`src/hw/rlc_pkg.sv`:
```
package rlc_pkg;

  // ---------------------------------------------------------------
  // Timing
  // ---------------------------------------------------------------
  localparam int unsigned CLK_PERIOD_NS    = 10;
  // Least time of steady activity before waking
  localparam int unsigned WAKE_FILTER_NS   = 80;
  localparam int unsigned WAKE_FILTER_CYC  =
    (WAKE_FILTER_NS + CLK_PERIOD_NS - 1) / CLK_PERIOD_NS;
  // Least time without activity before standby
  localparam int unsigned IDLE_TIMEOUT_NS  = 2000;
  localparam int unsigned IDLE_TIMEOUT_CYC =
    (IDLE_TIMEOUT_NS + CLK_PERIOD_NS - 1) / CLK_PERIOD_NS;
  // Link clock frequency gate time (longest, rounds down)
  localparam int unsigned FREQ_WINDOW_NS   = 10000;
  localparam int unsigned FREQ_WINDOW_CYC  =
    FREQ_WINDOW_NS / CLK_PERIOD_NS;

  // ---------------------------------------------------------------
  // Field values
  // ---------------------------------------------------------------
  localparam int unsigned LANES             = 3;
  localparam logic        EQ_BYPASS_ON      = 1'h1;
  localparam logic [1:0]  DC_GAIN_BYPASS    = 2'h2;
  localparam logic [3:0]  EQ_ZERO           = 4'h0;
  localparam logic [1:0]  TERM_CODE_NONE    = 2'h0;
  localparam logic [1:0]  TERM_CODE_300     = 2'h1;
  localparam logic [1:0]  TERM_CODE_AUTO    = 2'h2;
  localparam logic [1:0]  TERM_CODE_100     = 2'h3;
  localparam logic        STANDBY_DIS_RST   = 1'h0;

  // ---------------------------------------------------------------
  // Types
  // ---------------------------------------------------------------
  typedef enum logic [2:0] {
    TERM_OPEN,
    TERM_PAR300,
    TERM_PAR100,
    TERM_SUP150,
    TERM_SUP50
  } rlc_term_t;

  typedef enum logic {
    ST_STANDBY,
    ST_ACTIVE
  } rlc_state_t;

  // Strap pins, sampled asynchronously
  typedef struct packed {
    logic i2c_mode;
    logic coupling_strap_pin;
    logic control_strap_zero;
    logic config_strap_zero;
  } rlc_strap_t;

  // Settings written over the serial control port
  typedef struct packed {
    logic                  eq_bypass_enable;
    logic [1:0]            global_dc_gain_select;
    logic [LANES-1:0][3:0] lane_eq_setting;
    logic                  standby_disable;
    logic                  swap;
    logic                  coupling_select_bit;
    logic [1:0]            term_code;
    logic                  legacy_auto_termination;
  } rlc_i2c_cfg_t;

  // Lane control toward the analog front end
  typedef struct packed {
    logic             buffer_mode;
    logic [LANES-1:0] lane_bypass;
    logic             outputs_hiz;
    logic             ac_bias;
    rlc_term_t        term;
  } rlc_lane_ctrl_t;

endpackage

```
`src/hw/rlc_sync.sv`:
```
`timescale 1ns/1ns
module rlc_sync #(
  parameter int unsigned W = 1
) (
  // Clock and reset
  input  wire logic         clk_i,
  input  wire logic         srst_i,
  // Asynchronous inputs and their settled copy
  input  wire logic [W-1:0] async_i,
  output logic      [W-1:0] sync_o
);

  typedef struct packed {
    logic [W-1:0] s1;
    logic [W-1:0] s2;
    logic [W-1:0] s3;
    logic [W-1:0] stable;
  } rlc_sync_st_t;

  rlc_sync_st_t st_reg;
  rlc_sync_st_t st_next;

  if (W < 1) begin : g_chk
    $error("rlc_sync: W must be at least 1");
  end

  // Three stages; a bit changes once stages two and three agree
  always_comb begin
    st_next    = st_reg;
    st_next.s1 = async_i;
    st_next.s2 = st_reg.s1;
    st_next.s3 = st_reg.s2;
    for (int i = 0; i < W; i++) begin
      if (st_reg.s2[i] == st_reg.s3[i]) begin
        st_next.stable[i] = st_reg.s3[i];
      end
    end
  end

  // State register
  always_ff @(posedge clk_i) begin
    if (srst_i) begin
      st_reg <= '0;
    end else begin
      st_reg <= st_next;
    end
  end

  assign sync_o = st_reg.stable;

endmodule

```
`src/hw/rlc_lane_ctrl.sv`:
```
// What this block does
// - Bypass active passes signals as plain buffer
// - Pin-strap mode keeps bypass always off
// - Serial mode bypass needs enable 1, gain 2
// - Only lanes with zero equalizer are bypassed
// - Standby watches clock or lane two, wakes
// - No activity returns device to standby
// - Standby puts all outputs high impedance
// - Standby enabled by default in both modes
// - Coupling from strap pin or serial bit
// - AC coupling biases outputs internally
// - DC coupling applies no internal bias
// - Config strap zero picks open or 300
// - Control strap high: frequency picks open/300
// - Serial auto-termination bit governs legacy choice
// - Serial DC codes: none, 300, auto, 100
// - Auto code legacy: fixed 300 or frequency
// - AC codes give 150 or 50 to supply
// - Strap DC legacy: none or 300 by strap
// - Strap DC high rate: 100 parallel
`timescale 1ns/1ns
module rlc_lane_ctrl #(
  parameter int unsigned OPEN_LIMIT_EDGES    = 80,
  parameter int unsigned TERM300_LIMIT_EDGES = 110
) (
  // Clock and reset
  input  wire logic                    clk_i,
  input  wire logic                    srst_i,
  // Straps and serial settings
  input  wire rlc_pkg::rlc_strap_t     strap_i,
  input  wire rlc_pkg::rlc_i2c_cfg_t   cfg_i,
  input  wire logic                    hdmi_high_rate_i,
  // Link clock and activity detectors
  input  wire logic                    link_clk_i,
  input  wire logic                    clk_lane_detect_i,
  input  wire logic                    data_lane2_input_i,
  // Lane control and status
  output rlc_pkg::rlc_lane_ctrl_t      ctrl_o,
  output logic                         standby_o,
  output logic                         legacy_term300_o
);

  // ---------------------------------------------------------------
  // Local sizes and checks
  // ---------------------------------------------------------------
  localparam int unsigned WAKE_W = $clog2(rlc_pkg::WAKE_FILTER_CYC + 1);
  localparam int unsigned IDLE_W = $clog2(rlc_pkg::IDLE_TIMEOUT_CYC + 1);
  localparam int unsigned WIN_W  = $clog2(rlc_pkg::FREQ_WINDOW_CYC + 1);
  localparam logic [WAKE_W-1:0] WAKE_LAST =
    WAKE_W'(rlc_pkg::WAKE_FILTER_CYC - 1);
  localparam logic [IDLE_W-1:0] IDLE_LAST =
    IDLE_W'(rlc_pkg::IDLE_TIMEOUT_CYC - 1);
  localparam logic [WIN_W-1:0]  WIN_LAST  =
    WIN_W'(rlc_pkg::FREQ_WINDOW_CYC - 1);
  localparam logic [WIN_W-1:0]  OPEN_LIM  = WIN_W'(OPEN_LIMIT_EDGES);
  localparam logic [WIN_W-1:0]  T300_LIM  = WIN_W'(TERM300_LIMIT_EDGES);

  if (OPEN_LIMIT_EDGES >= TERM300_LIMIT_EDGES ||
      TERM300_LIMIT_EDGES > rlc_pkg::FREQ_WINDOW_CYC) begin : g_chk
    $error("rlc_lane_ctrl: thresholds out of order or too large");
  end

  // ---------------------------------------------------------------
  // State
  // ---------------------------------------------------------------
  typedef struct packed {
    rlc_pkg::rlc_state_t     state;
    logic [WAKE_W-1:0]       wake_cnt;
    logic [IDLE_W-1:0]       idle_cnt;
    logic [WIN_W-1:0]        win_cnt;
    logic [WIN_W-1:0]        edge_cnt;
    logic                    link_prev;
    logic                    legacy_300;
    rlc_pkg::rlc_lane_ctrl_t ctrl;
  } rlc_main_st_t;

  rlc_main_st_t        st_reg;
  rlc_main_st_t        st_next;
  rlc_pkg::rlc_strap_t strap_q;
  logic [2:0]          link_q;
  logic                mon_act;
  logic                sb_en;
  logic                ac_sel;
  logic                link_rise;
  logic [WIN_W-1:0]    edge_tot;
  rlc_pkg::rlc_term_t  legacy_freq_term;

  // ---------------------------------------------------------------
  // Input synchronizers
  // ---------------------------------------------------------------
  // Strap pins
  rlc_sync #(
    .W ($bits(rlc_pkg::rlc_strap_t))
  ) u_strap_sync (
    .clk_i   (clk_i),
    .srst_i  (srst_i),
    .async_i (strap_i),
    .sync_o  (strap_q)
  );

  // Link clock and both activity detectors
  rlc_sync #(
    .W (3)
  ) u_link_sync (
    .clk_i   (clk_i),
    .srst_i  (srst_i),
    .async_i ({link_clk_i, data_lane2_input_i, clk_lane_detect_i}),
    .sync_o  (link_q)
  );

  // ---------------------------------------------------------------
  // Selections
  // ---------------------------------------------------------------
  // Monitored lane follows swap
  assign mon_act   = cfg_i.swap ? link_q[1] : link_q[0];
  // Standby on unless the host disables it in serial mode
  assign sb_en     = !(strap_q.i2c_mode &&
                       cfg_i.standby_disable);
  // Coupling source
  assign ac_sel    = strap_q.i2c_mode ? cfg_i.coupling_select_bit
                                      : strap_q.coupling_strap_pin;
  assign link_rise = link_q[2] && !st_reg.link_prev;
  assign edge_tot  = st_reg.edge_cnt + WIN_W'(link_rise);
  assign legacy_freq_term = st_reg.legacy_300 ? rlc_pkg::TERM_PAR300
                                              : rlc_pkg::TERM_OPEN;

  // ---------------------------------------------------------------
  // Next state
  // ---------------------------------------------------------------
  always_comb begin
    st_next           = st_reg;
    st_next.link_prev = link_q[2];

    // Link clock frequency with hysteresis
    if (st_reg.win_cnt == WIN_LAST) begin
      st_next.win_cnt  = '0;
      st_next.edge_cnt = '0;
      if (edge_tot <= OPEN_LIM) begin
        st_next.legacy_300 = 1'b0;
      end else if (edge_tot >= T300_LIM) begin
        st_next.legacy_300 = 1'b1;
      end else begin
        st_next.legacy_300 = st_reg.legacy_300;
      end
    end else begin
      st_next.win_cnt  = st_reg.win_cnt + WIN_W'(1);
      st_next.edge_cnt = edge_tot;
    end

    // Standby and signal detect
    case (st_reg.state)
      rlc_pkg::ST_STANDBY: begin
        st_next.idle_cnt = '0;
        if (!sb_en) begin
          st_next.state    = rlc_pkg::ST_ACTIVE;
          st_next.wake_cnt = '0;
        end else if (!mon_act) begin
          st_next.wake_cnt = '0;
        end else if (st_reg.wake_cnt == WAKE_LAST) begin
          st_next.state    = rlc_pkg::ST_ACTIVE;
          st_next.wake_cnt = '0;
        end else begin
          st_next.wake_cnt = st_reg.wake_cnt + WAKE_W'(1);
        end
      end
      rlc_pkg::ST_ACTIVE: begin
        st_next.wake_cnt = '0;
        if (!sb_en || mon_act) begin
          st_next.idle_cnt = '0;
        end else if (st_reg.idle_cnt == IDLE_LAST) begin
          st_next.state    = rlc_pkg::ST_STANDBY;
          st_next.idle_cnt = '0;
        end else begin
          st_next.idle_cnt = st_reg.idle_cnt + IDLE_W'(1);
        end
      end
      default: begin
        st_next.state = rlc_pkg::ST_STANDBY;
      end
    endcase

    // Outputs high impedance while in standby
    st_next.ctrl.outputs_hiz =
      (st_next.state == rlc_pkg::ST_STANDBY);

    // Equalizer bypass
    st_next.ctrl.buffer_mode = strap_q.i2c_mode &&
      (cfg_i.eq_bypass_enable == rlc_pkg::EQ_BYPASS_ON) &&
      (cfg_i.global_dc_gain_select ==
       rlc_pkg::DC_GAIN_BYPASS);
    for (int i = 0; i < rlc_pkg::LANES; i++) begin
      st_next.ctrl.lane_bypass[i] = st_next.ctrl.buffer_mode &&
        (cfg_i.lane_eq_setting[i] ==
         rlc_pkg::EQ_ZERO);
    end

    // Transmitter bias
    st_next.ctrl.ac_bias = ac_sel;

    // Source termination
    if (strap_q.i2c_mode) begin
      if (ac_sel) begin
        case (cfg_i.term_code)
          rlc_pkg::TERM_CODE_NONE,
          rlc_pkg::TERM_CODE_300: begin
            st_next.ctrl.term = rlc_pkg::TERM_SUP150;
          end
          rlc_pkg::TERM_CODE_AUTO: begin
            st_next.ctrl.term = hdmi_high_rate_i ?
              rlc_pkg::TERM_SUP50 : rlc_pkg::TERM_SUP150;
          end
          default: begin
            st_next.ctrl.term = rlc_pkg::TERM_SUP50;
          end
        endcase
      end else begin
        case (cfg_i.term_code)
          rlc_pkg::TERM_CODE_NONE: begin
            st_next.ctrl.term = rlc_pkg::TERM_OPEN;
          end
          rlc_pkg::TERM_CODE_300: begin
            st_next.ctrl.term = rlc_pkg::TERM_PAR300;
          end
          rlc_pkg::TERM_CODE_AUTO: begin
            if (hdmi_high_rate_i) begin
              st_next.ctrl.term = rlc_pkg::TERM_PAR100;
            end else if (cfg_i.legacy_auto_termination) begin
              st_next.ctrl.term = rlc_pkg::TERM_PAR300;
            end else begin
              st_next.ctrl.term = legacy_freq_term;
            end
          end
          default: begin
            st_next.ctrl.term = rlc_pkg::TERM_PAR100;
          end
        endcase
      end
    end else if (ac_sel) begin
      st_next.ctrl.term = hdmi_high_rate_i ?
        rlc_pkg::TERM_SUP50 : rlc_pkg::TERM_SUP150;
    end else if (hdmi_high_rate_i) begin
      st_next.ctrl.term = rlc_pkg::TERM_PAR100;
    end else if (strap_q.control_strap_zero) begin
      st_next.ctrl.term = strap_q.config_strap_zero ?
        rlc_pkg::TERM_PAR300 : rlc_pkg::TERM_OPEN;
    end else begin
      st_next.ctrl.term = legacy_freq_term;
    end
  end

  // State register; standby after reset
  always_ff @(posedge clk_i) begin
    if (srst_i) begin
      st_reg                  <= '0;
      st_reg.state            <= rlc_pkg::ST_STANDBY;
      st_reg.ctrl.outputs_hiz <= 1'b1;
      st_reg.ctrl.term        <= rlc_pkg::TERM_OPEN;
    end else begin
      st_reg <= st_next;
    end
  end

  // Outputs
  assign ctrl_o           = st_reg.ctrl;
  assign standby_o        = (st_reg.state == rlc_pkg::ST_STANDBY);
  assign legacy_term300_o = st_reg.legacy_300;
endmodule

```
`config.mk`:
```
export PLATFORM = sky130hd
export DESIGN_NAME = rlc_lane_ctrl
export DESIGN_NICKNAME = d
export VERILOG_FILES = /design/src/hw/rlc_pkg.sv /design/src/hw/rlc_sync.sv /design/src/hw/rlc_lane_ctrl.sv
export SDC_FILE = /design/constraint.sdc
export NUM_CORES = 1
export LEC_CHECK = 0
export BUFFER_PORTS_ARGS = -buffer_cell sky130_fd_sc_hd__buf_2
export CAP_MARGIN = 10
export CORE_ASPECT_RATIO = 1.75
export CORE_MARGIN = 4
export CORE_UTILIZATION = 35
export CTS_CLUSTER_SIZE = 8
export DETAILED_ROUTE_END_ITERATION = 10
export PLACE_DENSITY_LB_ADDON = 0.15
export SLEW_MARGIN = 30
export SYNTH_ARGS = -nofsm -noshare
export SYNTH_HDL_FRONTEND = slang
export SYNTH_SLANG_ARGS = --single-unit
```
`constraint.sdc`:
```
create_clock -name clk_i -period 2.45 [get_ports clk_i]
set_input_delay 0.49 -clock clk_i [delete_from_list [all_inputs] [get_ports clk_i]]
set_output_delay 0.49 -clock clk_i [all_outputs]
set_load 0.1 [all_outputs]
```
# After elaboration in Yosys (flattened, before gate mapping)
# Cells that the tools add are included.
[totals] inputBits=31 elab_cells=89 ff_bits=72
[op_classes] n_eq_ne=13 add_sub_neg=4 n_bitwise=2 n_reduce_logical=17 n_mux=26 order_cmp=2
[ops] op="13-bit case mux with 2 select lines" count=1
[ops] op="8-bit 2-to-1 mux" count=2
[ops] op="4-bit zero test" count=3
[ops] op="1-bit 2-to-1 mux" count=12
[ops] op="3-bit 2-to-1 mux" count=4
[ops] op="10-bit by 1-bit adder with 10-bit output" count=1
[ops] op="10-bit by 1-bit adder with 10-bit output (second input constant)" count=1
[ops] op="10-bit equality test (second input constant)" count=1
[ops] op="10-bit by 7-bit >= comparator with 1-bit output (second input constant)" count=1
[ops] op="10-bit by 7-bit less-or-equal comparator with 1-bit output (second input constant)" count=1
[ops] op="8-bit by 1-bit adder with 8-bit output (second input constant)" count=1
[ops] op="8-bit equality test (second input constant)" count=1
[ops] op="4-bit 2-to-1 mux" count=2
[ops] op="1-bit equality test" count=7
[ops] op="1-bit logical AND" count=7
[ops] op="2-bit case mux with 3 select lines" count=1
[ops] op="3-bit case mux with 2 select lines" count=1
[ops] op="5-bit 2-to-1 mux" count=1
[ops] op="4-bit by 1-bit adder with 4-bit output (second input constant)" count=1
[ops] op="2-bit equality test (second input constant)" count=2
[ops] op="4-bit by 3-bit equality test with 1-bit output (second input constant)" count=1
[ops] op="2-bit 2-to-1 mux" count=2
[ops] op="2-bit OR reduction" count=2
[ops] op="2-bit by 1-bit equality test with 1-bit output (second input constant)" count=1
[ops] op="other kinds (6)" count=7

# Depth between registers and ports, before layout
[logic_depth] ltp_word=6 ltp_mapped=9

# Cells and area by module
# A second synthesis with hierarchy kept.
[hier_totals] hier_cells=303 area_unflattened_um2=2926.6
[modules_own_cells] module="rlc_lane_ctrl" seq_area_each_um2=880.8 cells_per_inst=224 area_each_um2=1999.4 instances=1
[modules_own_cells] module="rlc_sync at u_strap_sync" seq_area_each_um2=320.3 cells_per_inst=45 area_each_um2=516.7 instances=1
[modules_own_cells] module="rlc_sync at u_link_sync" seq_area_each_um2=240.2 cells_per_inst=34 area_each_um2=410.4 instances=1

# Worst setup path after synthesis
# No wires, ideal clock.
[synth_timing] path_kind="flip-flop to flip-flop" start="register u_link_sync.st_reg, in the netlist u_link_sync.sync_o[2]" end="register st_reg, in the netlist legacy_term300_o" required_ns=2.328 setup_ns=0.122 t_arrival_ns=1.716 period_less_slack_ns=1.839 setup_slack_ns=0.611 n_path_buf=0 stages_incl_launch_ff=9 cell_sequence="dfxtp_1 > nor2b_1 > ha_1 > ha_1 > o21ai_1 > o21ai_1 > a2111oi_0 > nor3_1 > o2bb2ai_2"
[synth_via] elab_chain_cells=5 word_cells_on_any_way=7 classes_between="add/sub (1); order compare (2); mux (1); reduce/logical (3)"
[synth_rtl] item="start, declared" line="rlc_sync.sv:20" rtl="rlc_sync_st_t st_reg;"
[synth_rtl] item="start signal, assigned" line="rlc_sync.sv:45" rtl="st_reg <= st_next;"
[synth_rtl] item="1-bit logical AND *" line="rlc_lane_ctrl.sv:122" rtl="assign link_rise = link_q[2] && !st_reg.link_prev;"
[synth_rtl] item="10-bit by 1-bit adder with 10-bit output *" line="rlc_lane_ctrl.sv:123" rtl="assign edge_tot = st_reg.edge_cnt + WIN_W'(link_rise);"
[synth_rtl] item="net edge_tot[1]" line="rlc_lane_ctrl.sv:85" rtl="logic [WIN_W-1:0] edge_tot;"
[synth_rtl] item="10-bit by 7-bit less-or-equal comparator with 1-bit output or 10-bit by 7-bit >= comparator with 1-bit output (tied branches)" line="rlc_lane_ctrl.sv:138, rlc_lane_ctrl.sv:140"
[synth_rtl] item="2-bit nonzero test (no line)"
[synth_rtl] item="2-bit AND reduction (no line)"
[synth_rtl] item="end signal, assigned" line="rlc_lane_ctrl.sv:259" rtl="st_reg <= st_next;"
[synth_rtl] item="end, declared" line="rlc_lane_ctrl.sv:77" rtl="rlc_main_st_t st_reg;"
# The timed path passes the listed nets; every way through them passes the cells marked *.
# A chain may end at the register's enable or synchronous reset.

# Final worst setup path
# Same ends and word-level chain as after synthesis.

==> flow_metrics.env <==
export IMPL_rsz0062_at_grt="false"
export IMPL_floorplan_initialDensity_pct=35.8
export IMPL_synth_cell_types=45
export IMPL_min_delay_path_depth=2
export IMPL_grt_pass1_vias=2045
export IMPL_outcome="finished, final reports clean"
export IMPL_synth_top_family_by_area="simple AND/OR/NAND/NOR gates"
export IMPL_yosysWarnings=0
export IMPL_dpl_cell_area_um2=3020
export IMPL_critPathLaunchType="flop"
export IMPL_drc=0
export IMPL_p_leak_nw=1.32
export IMPL_grt_first_pass_wirelength_um=8920
export IMPL_io_pins=42
export IMPL_hold_end="u_strap_sync.st_next[8]$_SDFF_PP0_"
export IMPL_holdCritPathClass="in2reg"
export IMPL_cts_inserted_buffers=9
export IMPL_dieArea_um2=9580
export IMPL_die_h_um=127
export IMPL_syn_nets=332
export IMPL_synthArstFlopShare_pct=0
export IMPL_setup_slack_ns=0.482
export IMPL_firstDrtPassIters=4
export IMPL_antenna_diode_count=0
export IMPL_place_gp_congestion=0.730
export IMPL_synth_edf_count=0
export IMPL_hold_violations=0
export IMPL_syn_inst=295
export IMPL_finClkSkew_ns=0.00559
export IMPL_finalCritPeriodShare_pct=80.3
export IMPL_slew_headroom_pct=67.1
export IMPL_fmax_mhz=508
export IMPL_r2r_slack_ns=0.48
export IMPL_root_buffer="clkbuf_16"
export IMPL_clkSlewWorstSetupHoldPaths_ns=0.05
export IMPL_worst_skew_pair_late_latency_ns=0.32
export IMPL_synth_mux_area_share_pct=1.78
export IMPL_worstSetupPathType="reg2reg"
export IMPL_ant_nets=0
export IMPL_syn_avg_cell_area_um2=9.53
export IMPL_antenna_found_initial=0
export IMPL_syn_to_final_growth_pct=17.0
export IMPL_drt_iter0_drc=70
export IMPL_synth_seq_area_share_pct=51.3
export IMPL_min_period_ns=1.97
export IMPL_final_core_util_pct=41.9
export IMPL_power_density_nw_per_um2=744
export IMPL_yosys_area_share_simple_pct=21.3
export IMPL_netlist_area_um2=2810
export IMPL_dpl_hpwl_um=3840
export IMPL_finalMaxSlewViolations=0
export IMPL_largest_reg_flops=34
export IMPL_num_rows=43
export IMPL_drive_above_1_share_pct=17.4
export IMPL_wl_um=5170
export IMPL_synth_compound_area_share_pct=9.44
export IMPL_grt_use_total_pct=12.4
export IMPL_design_area_um2=3290
export IMPL_ys_ff_latch=72
export IMPL_crit_fanout=5
export IMPL_avgViaCountPerCell=4.85
export IMPL_max_cap_violations=0
export IMPL_clk_path_buf_depth=2
export IMPL_grt_max_degree=17
export IMPL_layout_nets=366
export IMPL_crit_required_ns=2.67
export IMPL_synth_xor_area_share_pct=7.79
export IMPL_port_buffers=41
export IMPL_routed_via_count=2050
export IMPL_hp_start="strap_i[0]"
export IMPL_tns_ns=0
export IMPL_core_area_um2=7860
export IMPL_ff2ff_path_depth=8
export IMPL_setup_viol=0
export IMPL_ir_drop_mv=0.380
export IMPL_ys_flop_type="dfxtp_1"
export IMPL_cts_tree="yes"
export IMPL_cts_resized=0
export IMPL_gr_total_overflow=0
export IMPL_power_total_mw=2.45
export IMPL_cts_sinks=72
export IMPL_holdBufCountCts=0
export IMPL_r2r_start="u_link_sync.sync_o[2]$_SDFFE_PP0N_"
export IMPL_endpoint_kind="flop"
export IMPL_avgRoutedWirePerCell_um=12.2
export IMPL_die_w_um=75.7
export IMPL_worst_slew_pin_slew_ns=0.496
export IMPL_cts_setup_buffers=0
export IMPL_htree_num_levels=3
export IMPL_cp_arrival_ns=2.19
export IMPL_r2r_end="legacy_term300_o$_SDFFE_PP0P_"
export IMPL_preCtsSetupSlack_ns=0.484
export IMPL_synth_fa_ha_area_share_pct=2.67
-- power breakdown --
group / switching [mW] / internal, mW / leakage, nW
combinational: 0.0415 / 0.0381 / 0.606
clock: 0.431 / 0.736 / 0.130
sequential: 0.00901 / 1.19 / 0.584
-- cell usage after synthesis (2+ instances only) --
library cell / number / area share (%)
dfxtp_1: 72 / 51
nor2_1: 42 / 5.6
nor2b_1: 23 / 5.1
xor2_1: 16 / 5.0
nand2_1: 15 / 2.0
nand3_1: 13 / 2.3
buf_4: 10 / 2.7
o21ai_0: 10 / 1.8
a21oi_1: 9 / 1.6
xnor2_1: 9 / 2.8
and3_1: 7 / 1.6
inv_1: 7 / 0.94
ha_1: 6 / 2.7
mux2i_1: 5 / 1.8
a211oi_1: 4 / 1.1
buf_2: 4 / 0.71
clkbuf_1: 4 / 0.53
nand4_1: 4 / 0.89
o21ai_1: 3 / 0.53
or4_1: 3 / 0.80
a31oi_1: 2 / 0.45
nor4bb_1: 2 / 0.71
o2111ai_1: 2 / 0.62
or2_1: 2 / 0.45
-- critical path: stages (launching register included) --
cell and delay [ns]:
dfxtp_1 0.32, nor2b_1 0.13, ha_1 0.22, ha_1 0.34, o21ai_1 0.13, o21ai_1 0.07
a2111oi_0 0.42, nor3_1 0.11, o2bb2ai_2 0.13
-- cell type report --
| cell class | count | area (µm²) |
|---|---|---|
| fill | 787 | 4570 |
| sequential | 72 | 1440 |
| inverter | 8 | 30.0 |
| clock buffer | 15 | 268 |
| timing repair buffer | 44 | 228 |
| tap | 90 | 113 |
| multi-input combinational | 194 | 1210 |
-- metrics by stage --
| stage | hold WS (ns) | instances |
|---|---|---|
| floorplan | 0.413 | 295 |
| global placement | 0.417 | 408 |
| detailed placement | 0.426 | 408 |
| CTS | 0.359 | 423 |
| global route | 0.372 | 423 |
| finish | 0.377 | 423 |
-- how the worst max path moves through the flow --
stage / start / end / slack (ns) / cells past startpoint
global placement: u_link_sync.sync_o[2]$_SDFFE_PP0N_ / legacy_term300_o$_SDFFE_PP0P_ / 0.54 / 7
detailed placement: u_link_sync.sync_o[2]$_SDFFE_PP0N_ / legacy_term300_o$_SDFFE_PP0P_ / 0.48 / 8
CTS: u_link_sync.sync_o[2]$_SDFFE_PP0N_ / legacy_term300_o$_SDFFE_PP0P_ / 0.48 / 8
finish: u_link_sync.sync_o[2]$_SDFFE_PP0N_ / legacy_term300_o$_SDFFE_PP0P_ / 0.48 / 8
global route: u_link_sync.sync_o[2]$_SDFFE_PP0N_ / legacy_term300_o$_SDFFE_PP0P_ / 0.25 / 8
floorplan: u_link_sync.sync_o[2]$_SDFFE_PP0N_ / legacy_term300_o$_SDFFE_PP0P_ / 0.61 / 8
-- layout by cell type, fill, tap and decap left out, drive strengths merged, types with 3 or more instances in the layout --
cell    synthesis  routed
a21oi           9       9
nand4           4       4
inv             8       8
xor2           16      16
a211oi          4       4
dfxtp          72      72
and3            7       7
mux2i           5       5
clkbuf          5      15
or4             3       3
nor2b          23      23
ha              6       6
nand2          15      15
xnor2           9       9
o21ai          13      13
buf            16      44
nand3          13      13
nor2           42      42
-- routing by layer --
metal,GRT usage [%],vias to the layer above,wire length [µm]
met1,12.7,941,2000
met2,21.0,39,2770
li1,-,1059,-
met4,7.52,0,173
met5,0,-,0
met3,3.81,11,218
-- cell families (layout without fill, tap and decap cells) --
logic type / after synthesis / count (layout)
XOR/XNOR: 25 / 25
AO/OA/AOI/OAI: 40 / 40
buffers and inverters: 29 / 67
flip-flops: 72 / 72
multiplexers: 5 / 5
AND/OR/NAND/NOR: 118 / 118
adder cells (fa/ha/maj): 6 / 6
(Power assumes the default switching activity.)
